File: src/design/cfbs_map.vh
// Register offsets, field positions, reset values and timing counts
// for the code flash boot swap sequencer.
// Assumes a 50 MHz system clock and a 20-bit byte address space.
`ifndef CFBS_MAP_VH
`define CFBS_MAP_VH

// Register byte offsets
`define CFBS_OFS_CTRL      12'h000
`define CFBS_OFS_ADDR      12'h004
`define CFBS_OFS_WDATA     12'h008
`define CFBS_OFS_STATUS    12'h00c
`define CFBS_OFS_IRQ_STAT  12'h010
`define CFBS_OFS_IRQ_MASK  12'h014
`define CFBS_OFS_SECURITY  12'h018
`define CFBS_OFS_WINDOW    12'h01c

// Control register fields
`define CFBS_CTRL_GO       0
`define CFBS_CTRL_CMD_LO   1
`define CFBS_CTRL_CMD_HI   2
`define CFBS_CTRL_SELF     3

// Commands
`define CFBS_CMD_ERASE     2'h0
`define CFBS_CMD_PROG      2'h1
`define CFBS_CMD_VERIFY    2'h2
`define CFBS_CMD_SECURITY  2'h3

// Security flag fields
`define CFBS_SEC_ERASE     0
`define CFBS_SEC_PROG      1
`define CFBS_SEC_BOOT      2
`define CFBS_SEC_SWAP      3
`define CFBS_SEC_WIDTH     4
`define CFBS_SEC_RST       4'h7

// Interrupt status fields
`define CFBS_IRQ_DONE      0
`define CFBS_IRQ_ERR       1
`define CFBS_IRQ_BUSYREJ   2
`define CFBS_IRQ_WIDTH     3

// Window register fields and reset value
`define CFBS_WIN_START_LO  0
`define CFBS_WIN_END_LO    16
`define CFBS_WIN_RST       32'h03ff_0000

// Geometry
`define CFBS_BLOCK_BITS    10
`define CFBS_WORD_BITS     2
`define CFBS_CLUSTER_BIT   12
`define CFBS_BOOT_TOP_LO   13

// Array timeout: time in microseconds and derived cycle count at 50 MHz
`define CFBS_CLK_MHZ       50
`define CFBS_TIMEOUT_US    1000
`define CFBS_TIMEOUT_CYC   (`CFBS_TIMEOUT_US * `CFBS_CLK_MHZ)

`endif

File: src/design/cfbs_array_port.v
// Array operation port: launches one operation on the flash array and
// waits for its completion or a timeout.
// Assumes the array answers on the same clock with a done pulse.
`timescale 1ns/1ps
`include "cfbs_map.vh"

module cfbs_array_port #(
    parameter TIMEOUT_CYC = `CFBS_TIMEOUT_CYC
) (
    // Clock and reset
    input  wire        sys_clk_in,
    input  wire        rst_n_in,
    // Request from sequencer
    input  wire        start_in,
    input  wire [1:0]  cmd_in,
    input  wire [19:0] addr_in,
    input  wire [31:0] data_in,
    output reg         done_out,
    output reg         fail_out,
    // Flash array side
    output reg         arr_go_out,
    output reg  [1:0]  arr_cmd_out,
    output reg  [19:0] arr_addr_out,
    output reg  [31:0] arr_wdata_out,
    input  wire        arr_done_in,
    input  wire        arr_fail_in
);

    reg        waiting;
    reg [31:0] timer;

    // Launch, wait for the array, bound the wait with a timeout
    always @(posedge sys_clk_in) begin
        if (!rst_n_in) begin
            waiting       <= 1'b0;
            timer         <= 32'h0000_0000;
            done_out      <= 1'b0;
            fail_out      <= 1'b0;
            arr_go_out    <= 1'b0;
            arr_cmd_out   <= 2'h0;
            arr_addr_out  <= 20'h0_0000;
            arr_wdata_out <= 32'h0000_0000;
        end else begin
            done_out   <= 1'b0;
            fail_out   <= 1'b0;
            arr_go_out <= 1'b0;
            if (!waiting && start_in) begin
                waiting       <= 1'b1;
                timer         <= 32'h0000_0000;
                arr_go_out    <= 1'b1;
                arr_cmd_out   <= cmd_in;
                arr_addr_out  <= addr_in;
                arr_wdata_out <= data_in;
            end else if (waiting) begin
                timer <= timer + 32'h0000_0001;
                if (arr_done_in) begin
                    waiting  <= 1'b0;
                    done_out <= 1'b1;
                    fail_out <= arr_fail_in;
                end else if (timer == TIMEOUT_CYC - 1) begin
                    waiting  <= 1'b0; // Array never answered
                    done_out <= 1'b1;
                    fail_out <= 1'b1;
                end
            end
        end
    end

endmodule // cfbs_array_port

File: src/design/cfbs_sequencer.v
// Code flash sequencer: APB registers, protection and shield window
// checks, erase/program/verify/security operations, fetch blocking and
// boot cluster swap on the fetch path.
// Assumes the CPU fetch port and flash array run on sys_clk_in.
`timescale 1ns/1ps
`include "cfbs_map.vh"

module cfbs_sequencer #(
    parameter TIMEOUT_CYC = `CFBS_TIMEOUT_CYC
) (
    // Clock and reset
    input  wire        sys_clk_in,
    input  wire        rst_n_in,
    // APB slave
    input  wire        psel_in,
    input  wire        penable_in,
    input  wire        pwrite_in,
    input  wire [11:0] paddr_in,
    input  wire [31:0] pwdata_in,
    output reg  [31:0] prdata_out,
    output reg         pready_out,
    output reg         pslverr_out,
    // Interrupt
    output reg         irq_out,
    // CPU fetch port
    input  wire        fetch_req_in,
    input  wire [19:0] fetch_addr_in,
    output reg         fetch_stall_out,
    output reg         rd_en_out,
    output reg  [19:0] rd_addr_out,
    // Stored security flags read from the array
    input  wire [3:0]  nv_flags_in,
    // Flash array operation side
    output wire        arr_go_out,
    output wire [1:0]  arr_cmd_out,
    output wire [19:0] arr_addr_out,
    output wire [31:0] arr_wdata_out,
    input  wire        arr_done_in,
    input  wire        arr_fail_in,
    // Status
    output reg         busy_out
);

    localparam ST_LOAD = 2'h0;
    localparam ST_IDLE = 2'h1;
    localparam ST_RUN  = 2'h2;

    // True for addresses inside the two boot clusters
    function in_boot;
        input [19:0] a;
        begin
            in_boot = (a[19:`CFBS_BOOT_TOP_LO] == 7'h00);
        end
    endfunction

    reg  [1:0]  state;
    reg  [1:0]  next_state;
    reg  [1:0]  cmd;
    reg         self_prog;
    reg  [19:0] addr;
    reg  [31:0] wdata;
    reg  [3:0]  sec;
    reg         swap_live;
    reg  [31:0] window;
    reg  [2:0]  irq_stat;
    reg  [2:0]  irq_mask;
    reg  [1:0]  run_cmd;
    reg  [31:0] run_data;
    reg         port_start;
    reg  [19:0] port_addr;

    wire        port_done;
    wire        port_fail;

    // APB decode
    wire        apb_acc  = psel_in & penable_in & ~pready_out;
    wire        apb_wr   = apb_acc & pwrite_in;
    wire        ofs_ok   = (paddr_in[1:0] == 2'h0) && (paddr_in <= `CFBS_OFS_WINDOW);
    wire        wr_ctrl  = apb_wr && ofs_ok && (paddr_in == `CFBS_OFS_CTRL);
    wire        go       = wr_ctrl & pwdata_in[`CFBS_CTRL_GO];
    wire [1:0]  go_cmd   = pwdata_in[`CFBS_CTRL_CMD_HI:`CFBS_CTRL_CMD_LO];
    wire        go_self  = pwdata_in[`CFBS_CTRL_SELF];

    // Block and window limits
    wire [9:0]  blk      = addr[19:`CFBS_BLOCK_BITS];
    wire [9:0]  win_lo   = window[`CFBS_WIN_START_LO +: 10];
    wire [9:0]  win_hi   = window[`CFBS_WIN_END_LO +: 10];
    wire        out_win  = (blk < win_lo) || (blk > win_hi);
    wire        modify   = (go_cmd == `CFBS_CMD_ERASE) || (go_cmd == `CFBS_CMD_PROG);

    // Refusal decision for a new request
    reg         refuse;
    always @* begin
        refuse = 1'b0;
        if (go_self) begin
            refuse = modify & out_win;
        end else begin
            if (go_cmd == `CFBS_CMD_ERASE && sec[`CFBS_SEC_ERASE])
                refuse = 1'b1;
            if (go_cmd == `CFBS_CMD_PROG && sec[`CFBS_SEC_PROG])
                refuse = 1'b1;
            if (modify && sec[`CFBS_SEC_BOOT] && in_boot(addr))
                refuse = 1'b1;
            if (go_cmd == `CFBS_CMD_SECURITY)
                refuse = 1'b1;
        end
    end

    wire accept = go && (state == ST_IDLE) && !refuse;

    // Target address rounded to the operation unit
    always @* begin
        case (go_cmd)
            `CFBS_CMD_ERASE,
            `CFBS_CMD_VERIFY: port_addr = {addr[19:`CFBS_BLOCK_BITS], 10'h000};
            `CFBS_CMD_PROG:   port_addr = {addr[19:`CFBS_WORD_BITS], 2'h0};
            default:          port_addr = 20'h0_0000;
        endcase
    end

    // Next state of the sequencer
    always @* begin
        next_state = state;
        case (state)
            ST_LOAD: next_state = ST_IDLE;
            ST_IDLE: if (accept) next_state = ST_RUN;
            ST_RUN:  if (port_done) next_state = ST_IDLE;
            default: next_state = ST_IDLE;
        endcase
    end

    // Sequencer state, security flags and command capture
    always @(posedge sys_clk_in) begin
        if (!rst_n_in) begin
            state      <= ST_LOAD;
            sec        <= `CFBS_SEC_RST;
            swap_live  <= 1'b0;
            cmd        <= 2'h0;
            self_prog  <= 1'b0;
            run_cmd    <= 2'h0;
            run_data   <= 32'h0000_0000;
            port_start <= 1'b0;
        end else begin
            state      <= next_state;
            port_start <= accept;
            if (state == ST_LOAD) begin
                sec       <= nv_flags_in;                 // Flags held in the array
                swap_live <= nv_flags_in[`CFBS_SEC_SWAP];
            end
            if (wr_ctrl) begin
                cmd       <= go_cmd;
                self_prog <= go_self;
            end
            if (accept) begin
                run_cmd  <= go_cmd;
                run_data <= wdata;
            end
            // New flags stored; the swap itself waits for the next reset
            if (state == ST_RUN && port_done && !port_fail &&
                run_cmd == `CFBS_CMD_SECURITY)
                sec <= run_data[`CFBS_SEC_WIDTH-1:0];
        end
    end

    reg [19:0] run_addr;
    always @(posedge sys_clk_in) begin
        if (!rst_n_in)
            run_addr <= 20'h0_0000;
        else if (accept)
            run_addr <= port_addr;
    end

    // Array operation launcher
    cfbs_array_port #(
        .TIMEOUT_CYC (TIMEOUT_CYC)
    ) u_port (
        .sys_clk_in    (sys_clk_in),
        .rst_n_in      (rst_n_in),
        .start_in      (port_start),
        .cmd_in        (run_cmd),
        .addr_in       (run_addr),
        .data_in       (run_data),
        .done_out      (port_done),
        .fail_out      (port_fail),
        .arr_go_out    (arr_go_out),
        .arr_cmd_out   (arr_cmd_out),
        .arr_addr_out  (arr_addr_out),
        .arr_wdata_out (arr_wdata_out),
        .arr_done_in   (arr_done_in),
        .arr_fail_in   (arr_fail_in)
    );

    // Software-written registers
    always @(posedge sys_clk_in) begin
        if (!rst_n_in) begin
            addr     <= 20'h0_0000;
            wdata    <= 32'h0000_0000;
            window   <= `CFBS_WIN_RST;
            irq_mask <= 3'h0;
        end else if (apb_wr && ofs_ok) begin
            case (paddr_in)
                `CFBS_OFS_ADDR:     addr     <= pwdata_in[19:0];
                `CFBS_OFS_WDATA:    wdata    <= pwdata_in;
                `CFBS_OFS_WINDOW:   window   <= pwdata_in & 32'h03ff_03ff;
                `CFBS_OFS_IRQ_MASK: irq_mask <= pwdata_in[2:0];
                default:            addr     <= addr;
            endcase
        end
    end

    // Sticky event flags, write one to clear, set wins over clear
    wire [2:0] ev_set;
    wire [2:0] ev_clr = (apb_wr && paddr_in == `CFBS_OFS_IRQ_STAT) ?
                        pwdata_in[2:0] : 3'h0;
    assign ev_set[`CFBS_IRQ_DONE]    = (state == ST_RUN) & port_done & ~port_fail;
    assign ev_set[`CFBS_IRQ_ERR]     = (go & (state == ST_IDLE) & refuse) |
                                       ((state == ST_RUN) & port_done & port_fail);
    assign ev_set[`CFBS_IRQ_BUSYREJ] = go & (state != ST_IDLE);

    always @(posedge sys_clk_in) begin
        if (!rst_n_in) begin
            irq_stat <= 3'h0;
            irq_out  <= 1'b0;
        end else begin
            irq_stat <= (irq_stat & ~ev_clr) | ev_set;
            irq_out  <= |(((irq_stat & ~ev_clr) | ev_set) & irq_mask);
        end
    end

    // Fetch path: blocked while busy, boot clusters swapped when live
    always @(posedge sys_clk_in) begin
        if (!rst_n_in) begin
            busy_out        <= 1'b0;
            fetch_stall_out <= 1'b0;
            rd_en_out       <= 1'b0;
            rd_addr_out     <= 20'h0_0000;
        end else begin
            busy_out        <= (next_state != ST_IDLE);
            fetch_stall_out <= fetch_req_in & (next_state != ST_IDLE);
            rd_en_out       <= fetch_req_in & (next_state == ST_IDLE);
            if (swap_live && in_boot(fetch_addr_in))
                rd_addr_out <= fetch_addr_in ^ 20'h0_1000;
            else
                rd_addr_out <= fetch_addr_in;
        end
    end

    // APB answer: one wait cycle, read data and error registered
    always @(posedge sys_clk_in) begin
        if (!rst_n_in) begin
            pready_out  <= 1'b0;
            pslverr_out <= 1'b0;
            prdata_out  <= 32'h0000_0000;
        end else begin
            pready_out  <= apb_acc;
            pslverr_out <= apb_acc & ~ofs_ok;
            prdata_out  <= 32'h0000_0000;
            if (apb_acc && !pwrite_in && ofs_ok) begin
                case (paddr_in)
                    `CFBS_OFS_CTRL:     prdata_out <= {28'h0, self_prog, cmd, 1'b0};
                    `CFBS_OFS_ADDR:     prdata_out <= {12'h000, addr};
                    `CFBS_OFS_WDATA:    prdata_out <= wdata;
                    `CFBS_OFS_STATUS:   prdata_out <= {29'h0, swap_live, irq_stat[1],
                                                       state != ST_IDLE};
                    `CFBS_OFS_IRQ_STAT: prdata_out <= {29'h0, irq_stat};
                    `CFBS_OFS_IRQ_MASK: prdata_out <= {29'h0, irq_mask};
                    `CFBS_OFS_SECURITY: prdata_out <= {28'h0, sec};
                    `CFBS_OFS_WINDOW:   prdata_out <= window;
                    default:            prdata_out <= 32'h0000_0000;
                endcase
            end
        end
    end

endmodule // cfbs_sequencer

File: config.mk
export PLATFORM = sky130hd
export DESIGN_NAME = cfbs_sequencer
export DESIGN_NICKNAME = d
export VERILOG_FILES = /design/src/design/cfbs_array_port.v /design/src/design/cfbs_sequencer.v
export VERILOG_INCLUDE_DIRS = /design/src /design/src/design
export SDC_FILE = /design/constraint.sdc
export NUM_CORES = 1
export LEC_CHECK = 0
export BUFFER_PORTS_ARGS = -buffer_cell sky130_fd_sc_hd__buf_2
export CAP_MARGIN = 20
export CORE_MARGIN = 4
export CORE_UTILIZATION = 56
export CTS_CLUSTER_DIAMETER = 40
export DETAILED_ROUTE_END_ITERATION = 8
export PLACE_DENSITY = 0.79
export SYNTH_ARGS = -nofsm -noshare
export SYNTH_HDL_FRONTEND = slang
export SYNTH_HIERARCHICAL = 1
export SYNTH_SLANG_ARGS = --single-unit
File: constraint.sdc
create_clock -name sys_clk_in -period 3.5 [get_ports sys_clk_in]
set_clock_uncertainty 0.2 [all_clocks]
set_input_delay 1.05 -clock sys_clk_in [delete_from_list [all_inputs] [get_ports sys_clk_in]]
set_output_delay 1.05 -clock sys_clk_in [all_outputs]
set_load 0.02 [all_outputs]
==> summary.md, run 1 <==
| Metric | Value |
|---|---|
| Status | completed |
| Final setup viols | 0 |
| GP Congestion | 0.904 |
| Rel. slew slack | a little over half |
| Crit end category | register |
| Post-CTS sizing | 0 |
| Total Neg Setup Slack | 0 ps |
| Post-Synthesis Cells | 1240 |
| Synth warn | 6 |
| Pin count of the biggest net entering global routing | 96 |
| Worst-Skew Late Latency | 510 ps |
| Max-slew violations | 0 |
| Die Width | 151 µm |
| Min-delay src | run_data[5]$_SDFFE_PN0P_ |
| Full die area | 22900 µm² |
| Critical path type | register to register |
| Netlist cell types | 59 |
| Vias in the first global route | 9086 |
| HPWL after DPL | 21.0 mm |
| Core ar. | 20200 µm² |
| Met2 Routed Length | 13.9 mm |
| Clock Tree Root | clkbuf_16 |
| CP max FO | 35 |
| Residual DRC count | 0 |
| Via count | between 9000 and 10000 |
| R2R depth | 7 |
| Crit path required time | 3730 ps |
| Maximum VDD drop | 0.000383 V |
| Reg2reg start | addr[13]$_SDFFE_PN0P_ |
| FP Rows | 52 |
| Final Hold Fails | 0 |
| ANT nets after route | 0 |
| Setup Fix Bufs, Post-CTS | 0 |
| Worst-case clock buffer depth | 3 |
| Hold WC Path Type | register to register |
| First DRT Iteration DRCs | 1085 |
| Syn-to-layout area delta | 20.5% |
| WHS | ~260 ps |
| Vias per std cell | 5.72 |
| Synthesized area per cell | 9.28 µm² |
| Layout cells sized above 1 | 20.0% |
| RR Endpoint | run_data[27]$_SDFFE_PN0P_ |
| Synth top area cells | dfxtp_1 (50%), nand2_1 (7.9%), mux2i_1 (7.7%) |
| Port bufs | between 150 and 200 |
| Antenna Cells | 0 |
| Gr ovfl total | 0 |
| Area of the mapped netlist | 11500 µm² |
| Final period utilization | 83.9% |
| PnR worst setup slack | 565 ps |
| Hold path cells | 2 |
| # hold bufs at CTS | 0 |
| Min cycle time layout | 2940 ps |
| Metal-1 WL | 13.3 mm |
| Synth async-reset ratio | 0% |
| # IOs | 189 |
| Number of CTS-inserted buffers | 37 |
| Number of synthesized flops with an enable pin | 0 |
| R2r setup slk | between 500 and 600 ps |
| Dpl ws | 310 ps |
| Die height | 151 µm |
| First-pass GRT wire length | 47.9 mm |
| Crit path buffers/inverters | 1 |
| Register area share after synthesis | 50.3% |
| Clock slew at reported path FFs | 60 ps |
| Filler cells | roughly 1600 |
| Worst-Margin Slew | 703 ps |
| Cell taking the most area after synthesis | dfxtp_1 |
| Initial core utilization | between 50% and 60% |
| Top-area cell type share of the netlist area | about half |
| Router iterations before antenna repair | 7 |
| Max Used Layer | met4 |
| GRT Resource Usage Total | a little over a quarter |
| Max Cap Viol | 0 |
| Crit path cell chain | ha_1 > a21o_1 > a21o_1 > a2111o_1 > a2111oi_4 > buf_12 > mux2i_1 |
| Top cell by count, worst path | a21o_1 |
| Initial antenna violation count | 0 |
| Worst Hold Path EP | run_data[5]$_SDFFE_PN0P_ |
| Final wirelength | slightly above 30 mm |
| # nets final | about 1500 |
| Top delay family on crit path | compound AO/OA/AOI/OAI gates |
| Arrival time worst endpoint | 3160 ps |
| Wire length on met3 | 2.55 mm |
| Max Freq | 0.341 GHz |
| Total clock sinks | 289 |
| Cell Pwr Density | between 500 and 600 nW/µm² |
| Htree depth | 2 |
| CTS tree | done |
| CP peak stage delay | 530 ps |
| Leak | approximately 0.0057 µW |
| Ys flop type | dfxtp_1 |
| Slowest CP cell | dfxtp_1 |
| Synth Register Bits | just under 300 |
| Unrepaired setup endpoints after global routing | false |
| Routed length per instance | 18.0 µm |
| Crit start category | register |
==> cell usage in the layout (no fill, tap or decap), types with 13 or more instances in the layout <==
master,count
dfxtp_1,289
clkbuf_16,37
ha_1,23
nand3_1,28
and2_1,23
mux2i_1,88
nor2_1,69
or4_1,13
a22oi_1,17
buf_2,187
a21oi_1,77
nand4_1,20
o21ai_0,19
and3_1,15
inv_1,33
a22o_1,54
nand2_1,241
buf_4,26
==> registers in the layout (all words and copies together) (netlist names), 2 cells and up <==
signal / count
prdata_out: 32
run_data: 32
u_port/arr_wdata_out: 32
u_port/timer: 32
wdata: 32
addr: 20
rd_addr_out: 20
u_port/arr_addr_out: 20
window: 20
run_addr: 18
sec: 4
irq_mask: 3
irq_stat: 3
cmd: 2
run_cmd: 2
state: 2
u_port/arr_cmd_out: 2
==> cell usage after synthesis, types with 4 or more instances <==
master      n
a222oi_1   10
nor4b_1     4
xnor2_1     5
nand4_1    20
xor2_1      7
nor2b_1     8
a211oi_1    4
nand2_1   241
nor3_1     10
and2_1     24
nor4_1     10
and4_1      8
or4_1      13
mux2i_1    88
o21ai_0    19
a21oi_1    77
a22oi_1    17
a22o_1     54
nand3_1    28
o31ai_1    11
nor2_1     70
clkbuf_1   52
buf_2      17
dfxtp_1   289
ha_1       23
inv_1      34
and3_1     15
or3_1      11
o211ai_1   11
buf_1       6
a21o_1      4
==> layout make-up <==
cell class,count,area (µm²),area share [%]
multi-input combinational,836,5220,37.7
timing repair buffer,218,1230,8.84
clock buffer,47,1000,7.24
clock inverter,15,160,1.16
sequential,289,5790,41.7
tap,270,338,2.44
inverter,34,128,0.921
==> stage by stage <==
step | power (µW) | area (µm²) | instances | utilization (%)
6_report | 7150 | 13900 | 1709 | 68.5
5_1_grt | 7370 | 13900 | 1709 | 68.5
4_1_cts | 7200 | 13800 | 1708 | 68.4
3_5_place_dp | 3630 | 12700 | 1646 | 62.7
3_3_place_gp | 3620 | 12700 | 1646 | 62.7
2_1_floorplan | 3520 | 11500 | 1241 | -
==> where the power goes <==
| part | internal, µW | switching [µW] |
|---|---|---|
| sequential | 3310 | 9.86 |
| combinational | 82.1 | 157 |
| clock | 2190 | 1400 |
| total | 5580 | 1570 |
==> cell families after synthesis <==
family,after synthesis,synth area share [%]
AO/OA/AOI/OAI,228,13.8
XOR/XNOR,12,0.913
adder cells (fa/ha/maj),23,2.50
buffers and inverters,116,4.60
flip-flops,289,50.3
multiplexers,92,8.14
other,1,0.0326
AND/OR/NAND/NOR,479,19.7
==> per-layer routing <==
metal / vias up / track usage, %
met5: - / 0
met2: 413 / 40.3
met3: 67 / 4.10
met1: 4574 / 37.0
li1: 4722 / -
met4: 0 / 9.97
==> worst register-to-register path: stages (launching register included) <==
cell       delay [ps]
dfxtp_1           530
ha_1              310
a21o_1            160
a21o_1            160
a2111o_1          510
a2111oi_4         440
buf_12            290
mux2i_1           260
==> worst max-delay path by stage <==
stage / from / to / slack, ps / cells after the start
after floorplan: paddr_in[11] / run_data[10]$_SDFFE_PN0P_ / 570 / 8
after CTS: addr[13]$_SDFFE_PN0P_ / run_data[17]$_SDFFE_PN0P_ / 570 / 7
after detailed placement: paddr_in[11] / run_data[7]$_SDFFE_PN0P_ / 310 / 7
after global routing: addr[13]$_SDFFE_PN0P_ / run_data[19]$_SDFFE_PN0P_ / 430 / 7
after global placement: paddr_in[11] / run_data[17]$_SDFFE_PN0P_ / 400 / 7
final: addr[13]$_SDFFE_PN0P_ / run_data[27]$_SDFFE_PN0P_ / 560 / 7
Note: power is estimated with default switching activity, not from simulation.
==> run 2, diff against run 1 <==
- ABC_AREA: default -> 1
- clock period: 3.5 -> 2.9 ns (I/O delays scaled with it)
==> summary.md, run 2 <==
| Metric | Value |
|---|---|
| Status | completed |
| Internal | 6870 µW (+23%) |
| Commonest non-fill, non-tap cell in the layout | dfxtp_1 |
| Number of synthesized flops with an enable pin | 0 (unchanged) |
| Antenna Cells | 0 (unchanged) |
| Reg2reg start | addr[19]$_SDFFE_PN0P_ |
| Final setup viols | 0 (unchanged) |
| Rel. slew slack | 66.6% (+13 points) |
| Max Freq | 0.388 GHz (+14%) |
| Crit end category | register |
| Hold path cells | 2 (unchanged) |
| First-pass GRT wire length | 51.6 mm (+7.9%) |
| Finished Cell Area | 14200 µm² (+2.3%) |
| Unrepaired setup endpoints after global routing | false |
| Residual DRC count | 0 (unchanged) |
| Synthesized area per cell | 7.90 µm² (-15%) |
| Hold WC Path Type | register to register |
| Router iterations before antenna repair | 5 (-2) |
| CTS tree | done |
| Count leader, synth | dfxtp_1 |
| Initial antenna violation count | 0 (unchanged) |
| Vias per std cell | 5.45 (-4.7%) |
| Commonest cells after routing, fill and taps aside | dfxtp_1 (289), nand2_1 (226), nor2_1 (198), buf_2 (187), inv_1 (153) |
| First DRT Iteration DRCs | 981 (-9.6%) |
| R2R depth | 14 (+7) |
| Die height | 152 µm (+0.43%) |
| Number of CTS-inserted buffers | 37 (unchanged) |
| Pin count of the biggest net entering global routing | 81 (-16%) |
| Cell Pwr Density | 621 nW/µm² (+20%) |
| Register area share after synthesis | 49.8% (-0.46 points) |
| Port bufs | 188 (unchanged) |
| Clock slew at reported path FFs | 60 ps (about the same) |
| Total Neg Setup Slack | 0 ps (unchanged) |
| Top-area cell type share of the netlist area | 49.8% (-0.46 points) |
| Crit path required time | 3130 ps (-600 ps) |
| Leak | 0.00620 µW (+9.4%) |
| Final Hold Fails | 0 (unchanged) |
| Total clock sinks | 289 (unchanged) |
| Dpl ws | 31.0 ps (-279 ps) |
| # IOs | 189 (unchanged) |
| Maximum VDD drop | 0.000584 V (+52%) |
| Full die area | 23100 µm² (+0.86%) |
| Vias in the first global route | 10000 (+11%) |
| Final Util | 69.9% (+1.3 points) |
| Area of the mapped netlist | 11600 µm² (+0.91%) |
| Setup crit start | addr[19]$_SDFFE_PN0P_ |
| Switch share | 22.1% (+0.14 points) |
| Die Width | 152 µm (+0.43%) |
| Max-slew violations | 0 (unchanged) |
| ANT nets after route | 0 (unchanged) |
| Synth warn | 6 (unchanged) |
| Via count | 10700 (+9.5%) |
| Post-Synthesis Cells | 1469 (+18%) |
| Setup Fix Bufs, Post-CTS | 0 (unchanged) |
| Core ar. | 20300 µm² (+0.32%) |
| GP Congestion | 0.953 (+5.5%) |
| Worst-case clock buffer depth | 3 (unchanged) |
| Combinational power share | 3.4% (about the same) |
| GRT Resource Usage Total | 26.7% (+0.55 points) |
| Initial core utilization | 57.2% (+0.34 points) |
| Ys flop type | dfxtp_1 |
| # nets final | 1764 (+16%) |
| CP max FO | 26 (-26%) |
| CP endpoint | run_addr[5]$_SDFFE_PN0P_ |
| Syn-to-layout area delta | 22.1% |
| FP Rows | 52 (unchanged) |
| Crit start category | register |
| R2r setup slk | 320 ps (-240 ps) |
| Clock Tree Root | clkbuf_16 |
| # hold bufs at CTS | 0 (unchanged) |
| Synth top area cells | dfxtp_1 (50%), nand2_1 (7.3%), nor2_1 (6.4%) |
| Critical path type | register to register |
| Seq pwr share | 45.5% (-0.9 points) |
| Layout cells sized above 1 | 20.0% (-0.049 points) |
| Synth top cells by count | dfxtp_1 (289), nand2_1 (226), nor2_1 (199) |
| PnR worst setup slack | 321 ps (-244 ps) |
| Switching Power | 1940 µW (+24%) |
| Worst-Margin Slew | 495 ps (-208 ps) |
| Cell taking the most area after synthesis | dfxtp_1 |
| Final wirelength | 32.1 mm (+4.3%) |
| Filler cells | 1618 (+1.3%) |
| Post-CTS sizing | 0 (unchanged) |
| Post-DP Area | 12900 µm² (+2.1%) |
| Gr ovfl total | 0 (unchanged) |
| RR Endpoint | run_addr[5]$_SDFFE_PN0P_ |
| Arrival time worst endpoint | 2810 ps (-350 ps) |
| Final period utilization | 88.9% (+5.1 points) |
| Synth async-reset ratio | 0% (unchanged) |
| Synth Register Bits | 289 (unchanged) |
| Max Cap Viol | 0 (unchanged) |
| HPWL after DPL | 22.7 mm (+7.8%) |
| Min cycle time layout | 2580 ps (-356 ps) |
| Routed length per instance | 16.3 µm (-9.2%) |
| Tot Pwr | 8810 µW (+23%) |
| Netlist cell types | 50 (-15%) |
| Htree depth | 2 (unchanged) |
| Clock power frac | 51.1% (+0.9 points) |
| Worst-Skew Late Latency | 520 ps (about the same) |
[run 2: metal layers]
metal | share of wire, % | vias up | GRT usage (%)
li1 | - | 5236 | -
met1 | 44 | 4903 | 36.9
met2 | 45 | 495 | 42.8
met3 | 8.2 | 72 | 4.86
met4 | 2.7 | 0 | 8.22
met5 | 0 | - | 0
[run 2: area by class of cell]
cell class / instances / area (µm²) / area share, %
multi-input cells: 951 / 4910 / 34.6
well taps: 270 / 338 / 2.38
flip-flops and latches: 289 / 5790 / 40.8
repair buffers: 224 / 1300 / 9.18
inverters: 162 / 611 / 4.31
clock inverters: 18 / 179 / 1.26
clock buffers: 49 / 1050 / 7.43
[run 2: how the worst min path moves through the flow]
stage                                  startpoint                         to  slack (ps)
after CTS                     cmd[1]$_SDFFE_PN0N_        cmd[1]$_SDFFE_PN0N_         260
after global placement        cmd[1]$_SDFFE_PN0N_        cmd[1]$_SDFFE_PN0N_         240
after global routing      window[21]$_SDFFE_PN1P_  prdata_out[21]$_SDFF_PN0_         280
after floorplan               cmd[1]$_SDFFE_PN0N_        cmd[1]$_SDFFE_PN0N_         220
final                       wdata[3]$_SDFFE_PN0P_      wdata[3]$_SDFFE_PN0P_         260
after detailed placement    wdata[3]$_SDFFE_PN0P_      wdata[3]$_SDFFE_PN0P_         250
[run 2: cell families (layout without fill, tap and decap cells)]
family	after synthesis	count (layout)	share of synthesized area, %
AND/OR/NAND/NOR	576	576	21.8
XOR/XNOR	6	6	0.453
buffers and inverters	230	453	7.93
adder cells (fa/ha/maj)	23	23	2.48
other	1	2	0.0323
AO/OA/AOI/OAI	344	344	17.5
flip-flops	289	289	49.8
[run 2: power by group through the flow]
stage / sequential, µW / combinational [µW] / clock [µW]
2_1_floorplan: 4110 / 136 / 0
3_3_place_gp: 4090 / 287 / 0
5_1_grt: 4010 / 326 / 4750
4_1_cts: 4010 / 295 / 4560
6_report: 4010 / 297 / 4510
3_5_place_dp: 4090 / 291 / 0
[run 2: worst max-delay path, stage by stage (launching register included)]
cell and delay, ps:
dfxtp_1 400, ha_1 350, nand2_1 80, nor2_1 200
nand3_1 100, nand3_1 90, nand2_1 70, nand2_1 90
nand2_1 50, nand2_1 90, nand2_1 90, nand2_4 160
buf_4 290, nand3_1 120, o21ai_0 100
[run 2: through the flow]
step                      instances  hold slack, ps
after global routing           1963             277
after floorplan                1470             225
after CTS                      1963             258
after global placement         1896             237
final                          1963             260
after detailed placement       1896             248
==> run 3, diff against run 2 <==
- CORE_UTILIZATION: 56 -> 50
- PLACE_DENSITY: 0.79 -> 0.72
- clock period: 2.9 -> 3.1 ns (I/O delays scaled with it)
==> summary.md, run 3 (same netlist as run 2, synthesis figures left out) <==
| Metric | Value |
|---|---|
| Min cycle time layout | 2670 ps (+90.7 ps) |
| Max-slew violations | 0 (unchanged) |
| Die height | 160 µm (+5.5%) |
| Htree depth | 2 (unchanged) |
| # hold bufs at CTS | 0 (unchanged) |
| Max Cap Viol | 0 (unchanged) |
| Final Hold Fails | 0 (unchanged) |
| CTS tree | done |
| Clock slew at reported path FFs | 60 ps (about the same) |
| CP max FO | 43 (+65%) |
| GRT Resource Usage Total | 24.3% (-2.4 points) |
| Hold WC Path Type | register to register |
| HPWL after DPL | 23.4 mm (+3.1%) |
| Number of CTS-inserted buffers | 36 (-2.7%) |
| Gr ovfl total | 0 (unchanged) |
| Rel. slew slack | 63.2% (-3.4 points) |
| Clock Tree Root | clkbuf_16 |
| Setup Fix Bufs, Post-CTS | 0 (unchanged) |
| Router iterations before antenna repair | 6 (+1) |
| Worst-Skew Late Latency | 510 ps (about the same) |
| Total Neg Setup Slack | 0 ps (unchanged) |
| Initial antenna violation count | 1 (+1) |
| Tot Pwr | 8090 µW (-8.1%) |
| FP Rows | 55 (+5.8%) |
| Leak | 0.00615 µW (-0.84%) |
| First DRT Iteration DRCs | 1017 (+3.7%) |
| ANT nets after route | 0 (unchanged) |
| Routed length per instance | 16.5 µm (+0.85%) |
| Port bufs | 188 (unchanged) |
| CP peak stage delay | 400 ps (about the same) |
| Crit start category | register |
| Critical path type | register to register |
| Final wirelength | 32.4 mm (+1.1%) |
| Initial core utilization | 51.1% (-6.1 points) |
| Crit path cell chain | ha_1 > nand2_1 > nor2_1 > nand3_1 > nand3_1 > nand2_1 > nand2_1 > nand2_1 > nand2_1 > nand2_1 > nand2_4 > buf_4 > o21ai_0 > nor2_1 |
| Syn-to-layout area delta | 21.1% |
| Full die area | 25700 µm² (+11%) |
| Worst-case clock buffer depth | 3 (unchanged) |
| Crit path required time | 3340 ps (+210 ps) |
| Core ar. | 22700 µm² (+12%) |
| Max Freq | 0.375 GHz (-3.4%) |
| Status | completed |
| Slowest CP cell | dfxtp_1 |
| First-pass GRT wire length | 51.7 mm (+0.15%) |
| Final period utilization | 86.1% (-2.8 points) |
| Vias in the first global route | 9929 (-1.2%) |
| Worst-Margin Slew | 551 ps (+56.1 ps) |
| Die Width | 160 µm (+5.5%) |
| Vias per std cell | 5.34 (-2.1%) |
| Via count | 10500 (-1.9%) |
| Commonest non-fill, non-tap cell in the layout | dfxtp_1 |
| Total clock sinks | 289 (unchanged) |
| Residual DRC count | 0 (unchanged) |
| GP Congestion | 0.921 (-3.4%) |
| Crit end category | register |
| Commonest cells after routing, fill and taps aside | dfxtp_1 (289), nand2_1 (226), nor2_1 (198), buf_2 (187), inv_1 (153) |
| Post-CTS sizing | 0 (unchanged) |
| Top cell by count, worst path | nand2_1 |
| Unrepaired setup endpoints after global routing | false |
| Final setup viols | 0 (unchanged) |
| Pin count of the biggest net entering global routing | 118 (+46%) |
| Layout cells sized above 1 | 19.5% (-0.45 points) |
| Maximum VDD drop | 0.000431 V (-26%) |
| # nets final | 1756 (-0.45%) |
| Cell Pwr Density | 575 nW/µm² (-7.4%) |
| # IOs | 189 (unchanged) |
| Arrival time worst endpoint | 2910 ps (+100 ps) |
run 3: changes by cell type in the layout (fill, tap and decap cells not counted), sizes merged:
cell | before | now
buf | 224 | 217
clkbuf | 49 | 43
clkinv | 7 | 9
clkinvlp | 5 | 2
diode | 0 | 1
inv | 166 | 168
run 3: path summary, 6_finish.rpt:
check                               start                        end  slack, ps  cells past startpoint
setup / recovery    addr[19]$_SDFFE_PN0P_  run_data[21]$_SDFFE_PN0P_        430                     14
hold / removal    window[20]$_SDFFE_PN1P_  prdata_out[20]$_SDFF_PN0_        260                      2
setup reg to reg    addr[19]$_SDFFE_PN0P_  run_data[21]$_SDFFE_PN0P_        430                     14
hold reg to reg   window[20]$_SDFFE_PN1P_  prdata_out[20]$_SDFF_PN0_        260                      2
run 3: final cells by class:
cell class	count	area [µm²]
fill	2054	8640
sequential	289	5790
multi-input combinational	951	4910
timing repair buffer	217	1240
clock buffer	43	968
inverter	162	611
tap	285	357
clock inverter	19	195
antenna	1	2.50
run 3: metal layers:
metal | vias up | part of all wire [%] | track usage, %
met3 | 72 | 7.0 | 4.46
met2 | 389 | 44 | 37.9
met5 | - | 0 | 0
li1 | 5233 | - | -
met4 | 0 | 3.2 | 8.72
met1 | 4811 | 46 | 34.0
run 3: through the flow:
stage	utilization (%)	instances	hold slack (ps)	area [µm²]	setup WS [ps]
6_report	61.9	1967	256	14100	430
5_1_grt	61.9	1967	274	14100	146
3_5_place_dp	56.8	1904	249	12900	87.3
4_1_cts	61.9	1966	258	14100	429
3_3_place_gp	56.8	1904	234	12900	214
2_1_floorplan	-	1470	225	11600	533
run 3: worst max-delay path, delay by kind of cell, from the launching register on:
kind | cells | cell delay, ps
AND/OR/NAND/NOR | 11 | 1110
flip-flops | 1 | 400
buffers and inverters | 1 | 390
adder cells (fa/ha/maj) | 1 | 340
AO/OA/AOI/OAI | 1 | 150
run 3: where the power goes:
| group | internal, µW | total [µW] | leakage [µW] | switching [µW] |
|---|---|---|---|---|
| registers | 3740 | 3750 | 0.00233 | 10.7 |
| clock network | 2440 | 4070 | 0.000576 | 1630 |
| logic | 95.8 | 278 | 0.00324 | 182 |
